<file path="src/hw/ppc_pkg.sv">
// constants shared by the port pin control block
package ppc_pkg;
	// ====================================
	// sizes
	localparam int PPC_PINS = 16;   // pins in one port
	localparam int PPC_NPI  = 4;    // remappable peripheral inputs
	localparam int PPC_NPO  = 4;    // remappable peripheral outputs
	// ====================================
	// per-bit values after reset
	localparam logic PPC_DIR_RST  = 1'h1; // all pins inputs
	localparam logic PPC_ANA_RST  = 1'h1; // pins start analog
	localparam logic PPC_LAT_RST  = 1'h0; // latch cleared
	localparam logic PPC_OD_RST   = 1'h0; // push-pull
	localparam logic PPC_CN_RST   = 1'h0; // notification off
	localparam logic PPC_PU_RST   = 1'h0; // pull-ups off
	localparam logic PPC_SLEW_RST = 1'h1; // reduced slew
	localparam logic PPC_GLB_RST  = 1'h0; // global enable off
	localparam logic PPC_IDL_RST  = 1'h0; // keep running in idle
	localparam logic PPC_LOCK_RST = 1'h0; // mapping unlocked
	localparam int   PPC_SEL_NONE = 0;    // select code for no mapping
endpackage

</file>
<file path="src/hw/ppc_port.sv">
// port pin control with change notification and pin remap crossbar
`timescale 1ns/1ps
`default_nettype none
// ====================================
module ppc_port #(
	parameter int W   = ppc_pkg::PPC_PINS,
	parameter int NPI = ppc_pkg::PPC_NPI,
	parameter int NPO = ppc_pkg::PPC_NPO,
	parameter int ISW = $clog2(W + 1),
	parameter int OSW = $clog2(NPO + 1)
) (
	input  wire logic                     core_clk,
	input  wire logic                     rstn,
	input  wire logic [W-1:0]             opMask,      // mask for masked operations
	input  wire logic [W-1:0]             wrData,      // full-width write value
	input  wire logic                     portWrEn,    // write port (lands in latch)
	input  wire logic                     latWrEn,     // write latch
	input  wire logic                     latClrEn,    // clear masked latch bits
	input  wire logic                     latSetEn,    // set masked latch bits
	input  wire logic                     latInvEn,    // invert masked latch bits
	input  wire logic                     dirInEn,     // masked bits become inputs
	input  wire logic                     dirOutEn,    // masked bits become outputs
	input  wire logic                     odSetEn,     // masked open-drain enable
	input  wire logic                     odClrEn,     // masked open-drain disable
	input  wire logic                     anaSetEn,    // masked bits become analog
	input  wire logic                     anaClrEn,    // masked bits become digital
	input  wire logic                     slewRedEn,   // select reduced slew
	input  wire logic                     slewStdEn,   // select standard slew
	input  wire logic                     cnEnSetEn,   // masked notification enable
	input  wire logic                     cnEnClrEn,   // masked notification disable
	input  wire logic                     cnPuSetEn,   // masked pull-up enable
	input  wire logic                     cnPuClrEn,   // masked pull-up disable
	input  wire logic                     cnGlbSetEn,  // global notification enable
	input  wire logic                     cnGlbClrEn,  // global notification disable
	input  wire logic                     cnIdlStopEn, // stop notification in sleep/idle
	input  wire logic                     cnIdlRunEn,  // keep notification in sleep/idle
	input  wire logic                     cnFlagClrEn, // clear masked change flags
	input  wire logic                     lowPower,    // device in sleep or idle
	input  wire logic                     mapInWe,     // write an input mapping
	input  wire logic [$clog2(NPI)-1:0]   mapInIdx,    // peripheral input number
	input  wire logic [ISW-1:0]           mapInSel,    // pin number plus one, 0 none
	input  wire logic                     mapOutWe,    // write an output mapping
	input  wire logic [$clog2(W)-1:0]     mapOutIdx,   // pin number
	input  wire logic [OSW-1:0]           mapOutSel,   // peripheral output plus one
	input  wire logic                     lockSetEn,   // lock the mapping
	input  wire logic                     lockClrEn,   // unlock the mapping
	input  wire logic [NPO-1:0]           perOdSetEn,  // per-peripheral open-drain on
	input  wire logic [NPO-1:0]           perOdClrEn,  // per-peripheral open-drain off
	input  wire logic [NPO-1:0]           perOut,      // peripheral output levels
	output logic      [NPI-1:0]           perIn,       // peripheral input levels
	input  wire logic [W-1:0]             padIn,       // pin levels
	output logic      [W-1:0]             padOut,      // pin output levels
	output logic      [W-1:0]             padOeN,      // low while pin driven
	output logic      [W-1:0]             pullUpEn,    // weak pull-up control
	output logic                          slewReduced, // reduced slew select
	output logic      [W-1:0]             portRd,      // pin levels read back
	output logic      [W-1:0]             latRd,       // latch read back
	output logic      [W-1:0]             dirRd,       // direction read back
	output logic      [W-1:0]             cnFlags,     // sticky change flags
	output logic                          cnIrq,       // change interrupt request
	output logic                          mapLocked    // mapping lock state
);
	import ppc_pkg::*;

	// ====================================
	// state
	logic [W-1:0]   padMeta_q, padSync_q;  // pin synchroniser
	logic [W-1:0]   lat_q, lat_d;          // output latch
	logic [W-1:0]   dir_q, od_q, ana_q;    // direction, open-drain, analog
	logic [W-1:0]   cnEn_q, cnPrev_q;      // notification enable, last sample
	logic [W-1:0]   cnFlag_q, cnEvt;       // sticky flags, new events
	logic           cnGlb_q, cnIdl_q;      // global enable, idle stop
	logic           lock_q;                // mapping lock
	logic [NPO-1:0] perOd_q;               // per-peripheral open-drain
	logic [ISW-1:0] inSel_q [NPI];         // input mapping per peripheral
	logic [OSW-1:0] outSel_q [W];          // output mapping per pin
	logic [W-1:0]   outMap, outVal, odEff; // per-pin output selection
	logic [NPI-1:0] perIn_d;               // next peripheral inputs
	logic           cnActive;              // notification running

	// ====================================
	// pin synchroniser, first stage read only by second
	always_ff @(posedge core_clk) begin
		if (!rstn) begin
			padMeta_q <= '0;
			padSync_q <= '0;
		end else begin
			padMeta_q <= padIn;
			padSync_q <= padMeta_q;
		end
	end

	// ====================================
	// output latch next value
	always_comb begin
		lat_d = lat_q;
		if (portWrEn || latWrEn) begin
			lat_d = wrData;
		end
		if (latClrEn) begin
			lat_d = lat_d & ~opMask;
		end
		if (latSetEn) begin
			lat_d = lat_d | opMask;
		end
		if (latInvEn) begin
			lat_d = lat_d ^ opMask;
		end
	end

	// latch register
	always_ff @(posedge core_clk) begin
		if (!rstn) begin
			lat_q <= {W{PPC_LAT_RST}};
		end else begin
			lat_q <= lat_d;
		end
	end

	// ====================================
	// direction, open-drain, analog, slew
	always_ff @(posedge core_clk) begin
		if (!rstn) begin
			dir_q       <= {W{PPC_DIR_RST}};
			od_q        <= {W{PPC_OD_RST}};
			ana_q       <= {W{PPC_ANA_RST}};
			slewReduced <= PPC_SLEW_RST;
		end else begin
			// masked direction, one is input, input wins
			dir_q       <= (dir_q & ~(opMask & {W{dirOutEn}})) | (opMask & {W{dirInEn}});
			od_q        <= (od_q & ~(opMask & {W{odClrEn}})) | (opMask & {W{odSetEn}});
			// analog select, analog wins
			ana_q       <= (ana_q & ~(opMask & {W{anaClrEn}})) | (opMask & {W{anaSetEn}});
			slewReduced <= slewRedEn || (slewReduced && !slewStdEn);
		end
	end

	// ====================================
	// change notification controls
	always_ff @(posedge core_clk) begin
		if (!rstn) begin
			cnEn_q   <= {W{PPC_CN_RST}};
			pullUpEn <= {W{PPC_PU_RST}};
			cnGlb_q  <= PPC_GLB_RST;
			cnIdl_q  <= PPC_IDL_RST;
		end else begin
			cnEn_q   <= (cnEn_q & ~(opMask & {W{cnEnClrEn}})) | (opMask & {W{cnEnSetEn}});
			pullUpEn <= (pullUpEn & ~(opMask & {W{cnPuClrEn}})) | (opMask & {W{cnPuSetEn}});
			// global enable, enable wins
			cnGlb_q  <= cnGlbSetEn || (cnGlb_q && !cnGlbClrEn);
			// idle behaviour, stop wins
			cnIdl_q  <= cnIdlStopEn || (cnIdl_q && !cnIdlRunEn);
		end
	end

	assign cnActive = cnGlb_q && !(lowPower && cnIdl_q);
	assign cnEvt = (padSync_q ^ cnPrev_q) & cnEn_q & {W{cnActive}};

	// sticky flags, a new event beats a clear
	always_ff @(posedge core_clk) begin
		if (!rstn) begin
			cnPrev_q <= '0;
			cnFlag_q <= '0;
			cnIrq    <= 1'h0;
		end else begin
			cnPrev_q <= padSync_q;
			cnFlag_q <= (cnFlag_q & ~(opMask & {W{cnFlagClrEn}})) | cnEvt;
			cnIrq    <= |(cnFlag_q | cnEvt);
		end
	end
	assign cnFlags = cnFlag_q;

	// ====================================
	// crossbar configuration
	always_ff @(posedge core_clk) begin
		if (!rstn) begin
			for (int k = 0; k < NPI; k++) begin
				inSel_q[k] <= ISW'(PPC_SEL_NONE);
			end
			for (int i = 0; i < W; i++) begin
				outSel_q[i] <= OSW'(PPC_SEL_NONE);
			end
			lock_q  <= PPC_LOCK_RST;
			perOd_q <= '0;
		end else begin
			if (mapInWe && !lock_q && int'(mapInIdx) < NPI) begin
				inSel_q[mapInIdx] <= mapInSel;
			end
			if (mapOutWe && !lock_q && int'(mapOutIdx) < W) begin
				outSel_q[mapOutIdx] <= mapOutSel;
			end
			lock_q <= lockSetEn || (lock_q && !lockClrEn); // lock wins over unlock
			perOd_q <= (perOd_q | perOdSetEn) & ~(perOdClrEn & ~perOdSetEn);
		end
	end
	assign mapLocked = lock_q;

	// ====================================
	// crossbar routing
	always_comb begin
		for (int i = 0; i < W; i++) begin
			outMap[i] = 1'h0;
			outVal[i] = lat_q[i];
			odEff[i]  = od_q[i];
			// peripheral output on digital pins only
			for (int k = 0; k < NPO; k++) begin
				if (outSel_q[i] == OSW'(k + 1) && !ana_q[i]) begin
					outMap[i] = 1'h1;
					outVal[i] = perOut[k];
					odEff[i]  = od_q[i] | perOd_q[k];
				end
			end
		end
		for (int k = 0; k < NPI; k++) begin
			perIn_d[k] = 1'h0;
			// pin to peripheral input, analog gives zero
			for (int i = 0; i < W; i++) begin
				if (inSel_q[k] == ISW'(i + 1) && !ana_q[i]) begin
					perIn_d[k] = padSync_q[i];
				end
			end
		end
	end

	// ====================================
	// registered pin drive and read-back
	always_ff @(posedge core_clk) begin
		if (!rstn) begin
			padOut <= '0;
			padOeN <= '1;
			perIn  <= '0;
			portRd <= '0;
		end else begin
			padOut <= outVal & ~odEff;
			// output direction drives latch even when analog
			padOeN <= ~((outMap | ~dir_q) & (~odEff | ~outVal));
			perIn  <= perIn_d;
			portRd <= padSync_q & ~(ana_q & dir_q);
		end
	end
	assign latRd = lat_q;
	assign dirRd = dir_q;

	// packed copies of both mapping tables, so the lock check sees every entry
	logic [NPI*ISW-1:0] inSelFlat;   // all input selections
	logic [W*OSW-1:0]   outSelFlat;  // all output selections
	always_comb begin
		for (int k = 0; k < NPI; k++) begin
			inSelFlat[k*ISW +: ISW] = inSel_q[k];
		end
		for (int i = 0; i < W; i++) begin
			outSelFlat[i*OSW +: OSW] = outSel_q[i];
		end
	end
endmodule
`default_nettype wire

</file>
<file path="config.mk">
export PLATFORM = sky130hd
export DESIGN_NAME = ppc_port
export DESIGN_NICKNAME = d
export VERILOG_FILES = /design/src/hw/ppc_pkg.sv /design/src/hw/ppc_port.sv
export SDC_FILE = /design/constraint.sdc
export NUM_CORES = 1
export LEC_CHECK = 0
export ABC_AREA = 1
export BUFFER_PORTS_ARGS = -buffer_cell sky130_fd_sc_hd__buf_2
export CORE_ASPECT_RATIO = 1.4
export CORE_MARGIN = 8
export CORE_UTILIZATION = 30
export CTS_CLUSTER_SIZE = 40
export DETAILED_ROUTE_END_ITERATION = 12
export PLACE_DENSITY = 0.57
export SLEW_MARGIN = 40
export SYNTH_ARGS = -nofsm -noshare
export SYNTH_HDL_FRONTEND = slang
export SYNTH_SLANG_ARGS = --single-unit
</file>
<file path="constraint.sdc">
create_clock -name core_clk -period 1.78 [get_ports core_clk]
set_input_delay 0.356 -clock core_clk [delete_from_list [all_inputs] [get_ports core_clk]]
set_output_delay 0.356 -clock core_clk [all_outputs]
set_load 0.02 [all_outputs]
</file>
==> impl_metrics.csv, run 1 <==
group,metric,value,unit
status,status,"complete, no violations",
finish,largest_reg_flops,48,
route,wl_met2,28550,µm
critical_path,max_stage_delay,0.55,ns
finish,largest_register,"outSel_q",
route,drt-met1-wl,23220,µm
floorplanning,fp.coreArea,44060,µm²
floorplanning,fp.dieH,265.9,µm
global_route,grt_max_degree,85,
power_and_ir_drop,powerDensity,923.7,nW/µm²
route,wire_per_inst,21.96,µm
timing,setup_slack,0.05400,ns
synth,ys_ff_latch,289,
clock_tree,clock_tree.buffer_depth,3,
timing,setup_viol,0,
clock_tree,clkSlewWorstSetupHoldPaths,0.07,ns
critical_path,crit_fanout,4,
route,topRoutingLayerUsed,"met5",
synth,syn_area,13380,µm²
critical_path,path_buf_inv,1,
clock_tree,clock-root-buffer,"clkbuf_16",
timing,finalMaxSlewViolations,0,
synth,synth_fp_nets,1921,
power_and_ir_drop,vdd_drop_max,0.6214,mV
timing,hold_viol,0,
placed_design,placed_area,15790,µm²
placed_design,dp_slack,-0.03499,ns
clock_tree,clkLatencyLatePin,0.58,ns
route,ant_nets,0,
critical_path,r2r_cells,5,
global_route,first_global_vias,13700,
finish,area_delta_synth_final,28.19,%
route,first_iter_violations,1098,
floorplanning,io_pins,222,
global_route,grt-ovfl-total,0,
timing,worst_slew_pin_slew,0.7002,ns
synth,ys_seq_area_frac,0.4834,
hold_path,whs_path_depth,4,
route,dr_wl_met3,4362,µm
finish,postLayoutCoreUtil,0.3892,
floorplanning,start_util,0.3036,
timing,hold_ws,0.04745,ns
placed_design,place_hpwl,45440,µm
synth,ys_types,43,
timing,fin_crit,1.726,ns
power_and_ir_drop,total_power,15.84,mW
finish,fin_nets,2234,
critical_path,crit_family,"flip-flops",
critical_path,critPathSlowestCell,"dfxtp_1",
finish,diodes,0,
finish,regArea,6470,µm²
floorplanning,chipWidth,194.5,µm
route,vias,14180,
critical_path,path_cells,"buf_2",
power_and_ir_drop,p_leak,7.885,nW
critical_path,cp.arrival,1.37,ns
critical_path,crit_cells,1,
timing,finalClockSkew,0.01093,ns
global_route,grt_usage,0.2210,
clock_tree,cts_max_level,1,
floorplanning,rows,91,
timing,clock.fmax,0.5794,GHz
timing,rsz0062_at_grt,"yes",
finish,design_area,17150,µm²
floorplanning,die-area,51700,µm²
clock_tree,cts_buffers,30,
timing,slew_headroom,0.5327,
synth,synth.avg_cell_area,7.359,µm²
finish,drive_above_1_share,0.2029,
global_route,antenna_found_initial,3,
finish,multi_input_area,5739,µm²
synth,synthCells,1818,
route,wirelength,59570,µm
hold_path,hold_path.class,"input pin to flip-flop",
clock_tree,cts_sinks,289,
timing,fin_crit_sh,0.9697,
critical_path,start_kind,"flip-flop",
critical_path,cp-end-kind,"output pin",
route,drc,0,
synth,synth_warnings,0,
clock_tree,cts_tree,"done",
critical_path,required,1.42,ns
critical_path,crit_type,"flip-flop to output pin",
placed_design,place_congestion,0.9578,
run,drv_cap,0,
route,viasPerCell,5.229,
finish,n_fill_cell,4565,
global_route,grt_pass1_wl,86940,µm
placed_design,io_buffer_count,221,
finish,reg_top3,"outSel_q: 48 flops, inSel_q: 20 flops",
route,first_pass_iters,6,
## metrics by stage
step	std cells	setup TNS (ns)
floorplan	1818	0
CTS	2706	0
global placement	2626	-0.1147
detailed placement	2626	-0.03770
finish	2712	0
global route	2712	-0.02270
## routing by layer
metal,GRT usage,vias up
met5,0,-
met4,0.1152,6
met3,0.03349,148
met2,0.3828,654
met1,0.2622,6689
li1,-,6685
## area by class of cell
cell class,instances,share of cell area
Tap cell,558,0.04071
Clock buffer,42,0.05063
Timing Repair Buffer,368,0.1385
Inverter,239,0.05246
Sequential cell,289,0.3773
Clock inverter,13,0.005764
Multi-Input combinational cell,1203,0.3347
## Yosys cell counts (all sizes together)
cell,count,area share
a22oi,11,0.0062
o211ai,9,0.0051
nand3b,1,0.00084
nor2,203,0.058
inv,237,0.066
clkbuf,65,0.018
dfxtp,221,0.33
nor3,62,0.024
o311ai,6,0.0039
or2,3,0.0014
buf,22,0.0091
a41oi,1,0.00065
o22ai,24,0.011
or4,2,0.0011
edfxtp,68,0.15
o31ai,1,0.00056
o41ai,1,0.00065
a211oi,11,0.0062
a221oi,1,0.0011
clkinv,2,0.00056
xor2,4,0.0026
nand2,346,0.097
a31o,4,0.0026
nand3,105,0.039
o21ai,191,0.071
o211a,1,0.00075
nand4,31,0.014
a31oi,16,0.0075
a21oi,146,0.055
o221a,1,0.00084
nor4,18,0.0089
and3,4,0.0019
## where the power goes
part / total, mW / leakage [nW] / switching (mW) / internal (mW)
Sequential: 7.36 / 2.51 / 0.315 / 7.05
Clock: 6.25 / 0.477 / 2.82 / 3.44
Combinational: 2.23 / 4.90 / 1.48 / 0.750
## final timing paths
path / to / slack [ns] / start
worst max-delay path: dirRd[4] / 0.05 / dirRd[4]$_SDFF_PN1_
worst min-delay path: mapLocked$_SDFF_PN0_ / 0.05 / lockClrEn
worst max register to register: padOut[2]$_SDFF_PN0_ / 0.10 / outSel_q[2][0]$_SDFFCE_PN0P_
worst min register to register: padSync_q[2]$_SDFF_PN0_ / 0.41 / padMeta_q[2]$_SDFF_PN0_
## cells in the final DEF (no fill, tap or decap), types with 8 or more instances in the layout
cell             n
nand2_1        339
inv_1          232
buf_2          220
dfxtp_1        218
nor2_1         192
o21ai_0        184
a21oi_1        146
buf_4          115
nand3_1        104
edfxtp_1        68
nor3_1          55
clkbuf_16       32
nand4_1         31
dlygate4sd3_1   25
o22ai_1         24
nor4_1          16
a31oi_1         16
a211oi_1        11
a22oi_1         11
nor2_2           9
o211ai_1         9
buf_12           8
## cells by family (layout without fill, tap and decap cells)
family,count (synthesis),after routing,synth area share
AOI/OAI and AO/OA,424,424,0.1733
DFF,289,289,0.4834
xor gates and xnor gates,4,4,0.002619
buffers and inverters,326,662,0.09446
and+or+nand+nor,775,775,0.2463
## repair_timing
| action | CTS | global route |
|---|---|---|
| hold endpoints to repair | 24 | 0 |
| gates cloned | 0 | 0 |
| pin swaps | 0 | 5 |
| setup buffers | 0 | 6 |
| hold buffers | 25 | 0 |
| resized for setup | 2 | 30 |
| setup endpoints to repair | 3 | 15 |
Note: power is estimated with default switching activity, not from simulation.
==> run 2: changes to the inputs <==
--- a/config.mk
+++ b/config.mk
@@ -12,7 +12,7 @@
 export CORE_UTILIZATION = 30
 export CTS_CLUSTER_SIZE = 40
 export DETAILED_ROUTE_END_ITERATION = 12
-export PLACE_DENSITY = 0.57
+export PLACE_DENSITY = 0.59
 export SLEW_MARGIN = 40
 export SYNTH_ARGS = -nofsm -noshare
 export SYNTH_HDL_FRONTEND = slang
==> constraint.sdc (replaced) <==
create_clock -name core_clk -period 1.4 [get_ports core_clk]
set_input_delay 0.28 -clock core_clk [delete_from_list [all_inputs] [get_ports core_clk]]
set_output_delay 0.28 -clock core_clk [all_outputs]
set_load 0.02 [all_outputs]
==> run 2 against run 1 <==
  * The flow now finishes with violations (setup timing)
  * Global-route usage grew 1.9 points
  * Clock skew grew 0.0032 ns
  * Critical path depth grew 11
  * Hold slack gained 0.0059 ns
  * Sequential share of layout area shrank 5.8 points
  * Combinational power grew 69%
  * Utilization grew 8.1 points
  * Register-to-register slack lost 0.32 ns
  * Largest cell class unchanged
  * Non-clock buffer count grew 272
  * Cell count grew 10%
  * Largest power group unchanged
  * Critical endpoint is now perIn[3]$_SDFF_PN0_
  * Wire length grew 10%
  * Sequential power grew 27%
==> impl_metrics.csv, run 2 (synthesis results as in run 1) <==
group,metric,value,unit
placed_design,place_hpwl,48450,µm
critical_path,crit_type,"flip-flop to flip-flop",
clock_tree,clock_tree.buffer_depth,3,
clock_tree,clkLatencyLatePin,0.57,ns
finish,final_cell_mix,"381 x buf_4, 308 x nand2_1, 203 x inv_1",
floorplanning,fp.dieH,265.9,µm
hold_path,hold_path.class,"input pin to flip-flop",
timing,rsz0062_at_grt,"yes",
hold_path,whs_path_depth,3,
timing,setup_slack,-0.2183,ns
floorplanning,io_pins,222,
power_and_ir_drop,seq_power_share,0.437,
placed_design,dp_cells,2830,
floorplanning,die-area,51700,µm²
finish,largest_reg_flops,48,
route,viasPerCell,5.195,
clock_tree,cts_buffers,30,
critical_path,reg2reg_slack,-0.22,ns
finish,finalNonFillerCells,2984,
power_and_ir_drop,p_int,15.26,mW
finish,fin_nets,2506,
route,first_pass_iters,7,
route,drc,0,
global_route,grt_usage,0.2405,
clock_tree,clkSlewWorstSetupHoldPaths,0.07,ns
timing,slew_headroom,0.6344,
power_and_ir_drop,power_frac_comb,0.176,
route,wire_per_inst,21.99,µm
timing,finalClockSkew,0.01412,ns
critical_path,r2r_cells,12,
run,drv_cap,0,
critical_path,start_kind,"flip-flop",
timing,worst_slew_pin_slew,0.5478,ns
timing,fin_crit,1.618,ns
timing,fin_crit_sh,1.156,
finish,final_common_cell,"buf_4",
floorplanning,fp.coreArea,44060,µm²
finish,n_fill_cell,4294,
placed_design,io_buffer_count,221,
power_and_ir_drop,swShare,0.2863,
route,vias,15500,
critical_path,timing.rr.end,"perIn[3]$_SDFF_PN0_",
clock_tree,cts_max_level,1,
power_and_ir_drop,vdd_drop_max,0.8048,mV
critical_path,crit_fanout,5,
finish,drive_above_1_share,0.3842,
critical_path,required,1.91,ns
critical_path,max_stage_delay,0.47,ns
finish,multi_input_area,6561,µm²
timing,finalMaxSlewViolations,0,
power_and_ir_drop,p_leak,9.504,nW
finish,area_delta_synth_final,55.01,%
finish,largest_register,"outSel_q",
route,first_iter_violations,1274,
status,status,"finished with violations",
critical_path,cp.arrival,2.13,ns
route,ant_nets,0,
critical_path,critPathSlowestCell,"edfxtp_1",
placed_design,place_congestion,0.9179,
clock_tree,cts_tree,"done",
floorplanning,start_util,0.3036,
global_route,grt-ovfl-total,0,
floorplanning,chipWidth,194.5,µm
finish,diodes,0,
global_route,antenna_found_initial,1,
critical_path,cp-end-kind,"flip-flop",
power_and_ir_drop,switchingPower,6.122,mW
timing,setup_viol,27,
power_and_ir_drop,clkPwrFrac,0.387,
hold_path,min_from,"opMask[0]",
placed_design,placed_area,17490,µm²
finish,design_area,20740,µm²
status,violations,"setup timing",
timing,clock.fmax,0.6180,GHz
timing,hold_ws,0.05336,ns
global_route,grt_pass1_wl,94930,µm
finish,reg_top3,"outSel_q: 48 flops, inSel_q: 20 flops",
critical_path,crit_start,"inSel_q[3][1]$_DFFE_PP_",
clock_tree,clock-root-buffer,"clkbuf_16",
route,wirelength,65620,µm
global_route,first_global_vias,15310,
floorplanning,rows,91,
global_route,grt_max_degree,49,
hold_path,timing.hold.worst_endpoint,"od_q[0]$_SDFF_PN0_",
critical_path,crit-reg2reg-launch,"inSel_q[3][1]$_DFFE_PP_",
clock_tree,cts_sinks,289,
power_and_ir_drop,total_power,21.38,mW
finish,regArea,6620,µm²
critical_path,path_cells,"or2_1 -> nor2_1 -> nand3_1 -> nand4_1 -> nor2_1 -> nand3_1 -> nand2_1 -> nand3_1 -> nand2_1 -> nand4_1 -> nand2_1 -> inv_1",
power_and_ir_drop,powerDensity,1031,nW/µm²
timing,hold_viol,0,
-- run 2: final cells by class --
type | instances | share of cell area
Timing Repair Buffer | 640 | 0.2384
Inverter | 239 | 0.04386
Multi-Input combinational cell | 1203 | 0.3164
Clock inverter | 8 | 0.005129
Sequential cell | 289 | 0.3192
Clock buffer | 47 | 0.04332
Tap cell | 558 | 0.03367
-- run 2: power by group through the flow --
stage	logic, mW	clock network [mW]	registers, mW
2_1_floorplan	1.26	0	9.57
3_3_place_gp	3.10	0	9.49
3_5_place_dp	3.14	0	9.49
4_1_cts	3.49	8.38	9.31
5_1_grt	3.99	8.69	9.37
6_report	3.76	8.28	9.34
-- run 2: worst max-delay path by stage --
stage	cells after the start	endpoint
after floorplan	4	inSel_q[3][0]$_DFFE_PP_
after global placement	7	padOut[1]$_SDFF_PN0_
after detailed placement	8	padOut[1]$_SDFF_PN0_
after CTS	16	perIn[3]$_SDFF_PN0_
after global routing	16	perIn[3]$_SDFF_PN0_
final	12	perIn[3]$_SDFF_PN0_
-- run 2: layer usage --
metal	GRT usage	vias to the layer above	wire, µm
li1	-	7258	-
met1	0.2697	7369	24490
met2	0.4309	696	32560
met3	0.03715	177	4463
met4	0.1349	2	4094
met5	0	-	13
-- run 2: timing repair --
item / in CTS / in global routing
gates resized for setup: 307 / 186
hold endpoints to repair: 25 / 0
cloned: 0 / 1
hold buffers: 33 / 0
pin swaps: 48 / 70
buffers inserted: 44 / 28
endpoints found under the setup margin: 183 / 168
-- run 2: critical path, delay by kind of cell, from the launching register on --
kind / cells / cell delay, ns
buffers and inverters: 1 / 0.05
flip-flops: 1 / 0.47
AND/OR/NAND/NOR: 11 / 1.04
-- run 2: metrics by stage --
step	util	worst slack [ns]	TNS [ns]
finish	0.4706	-0.2183	-2.257
global route	0.4706	-0.4305	-5.883
CTS	0.4516	-0.2136	-1.826
detailed placement	0.3970	-0.3111	-10.10
global placement	0.3970	-0.2802	-8.024
floorplan	-	-0.05375	-2.300
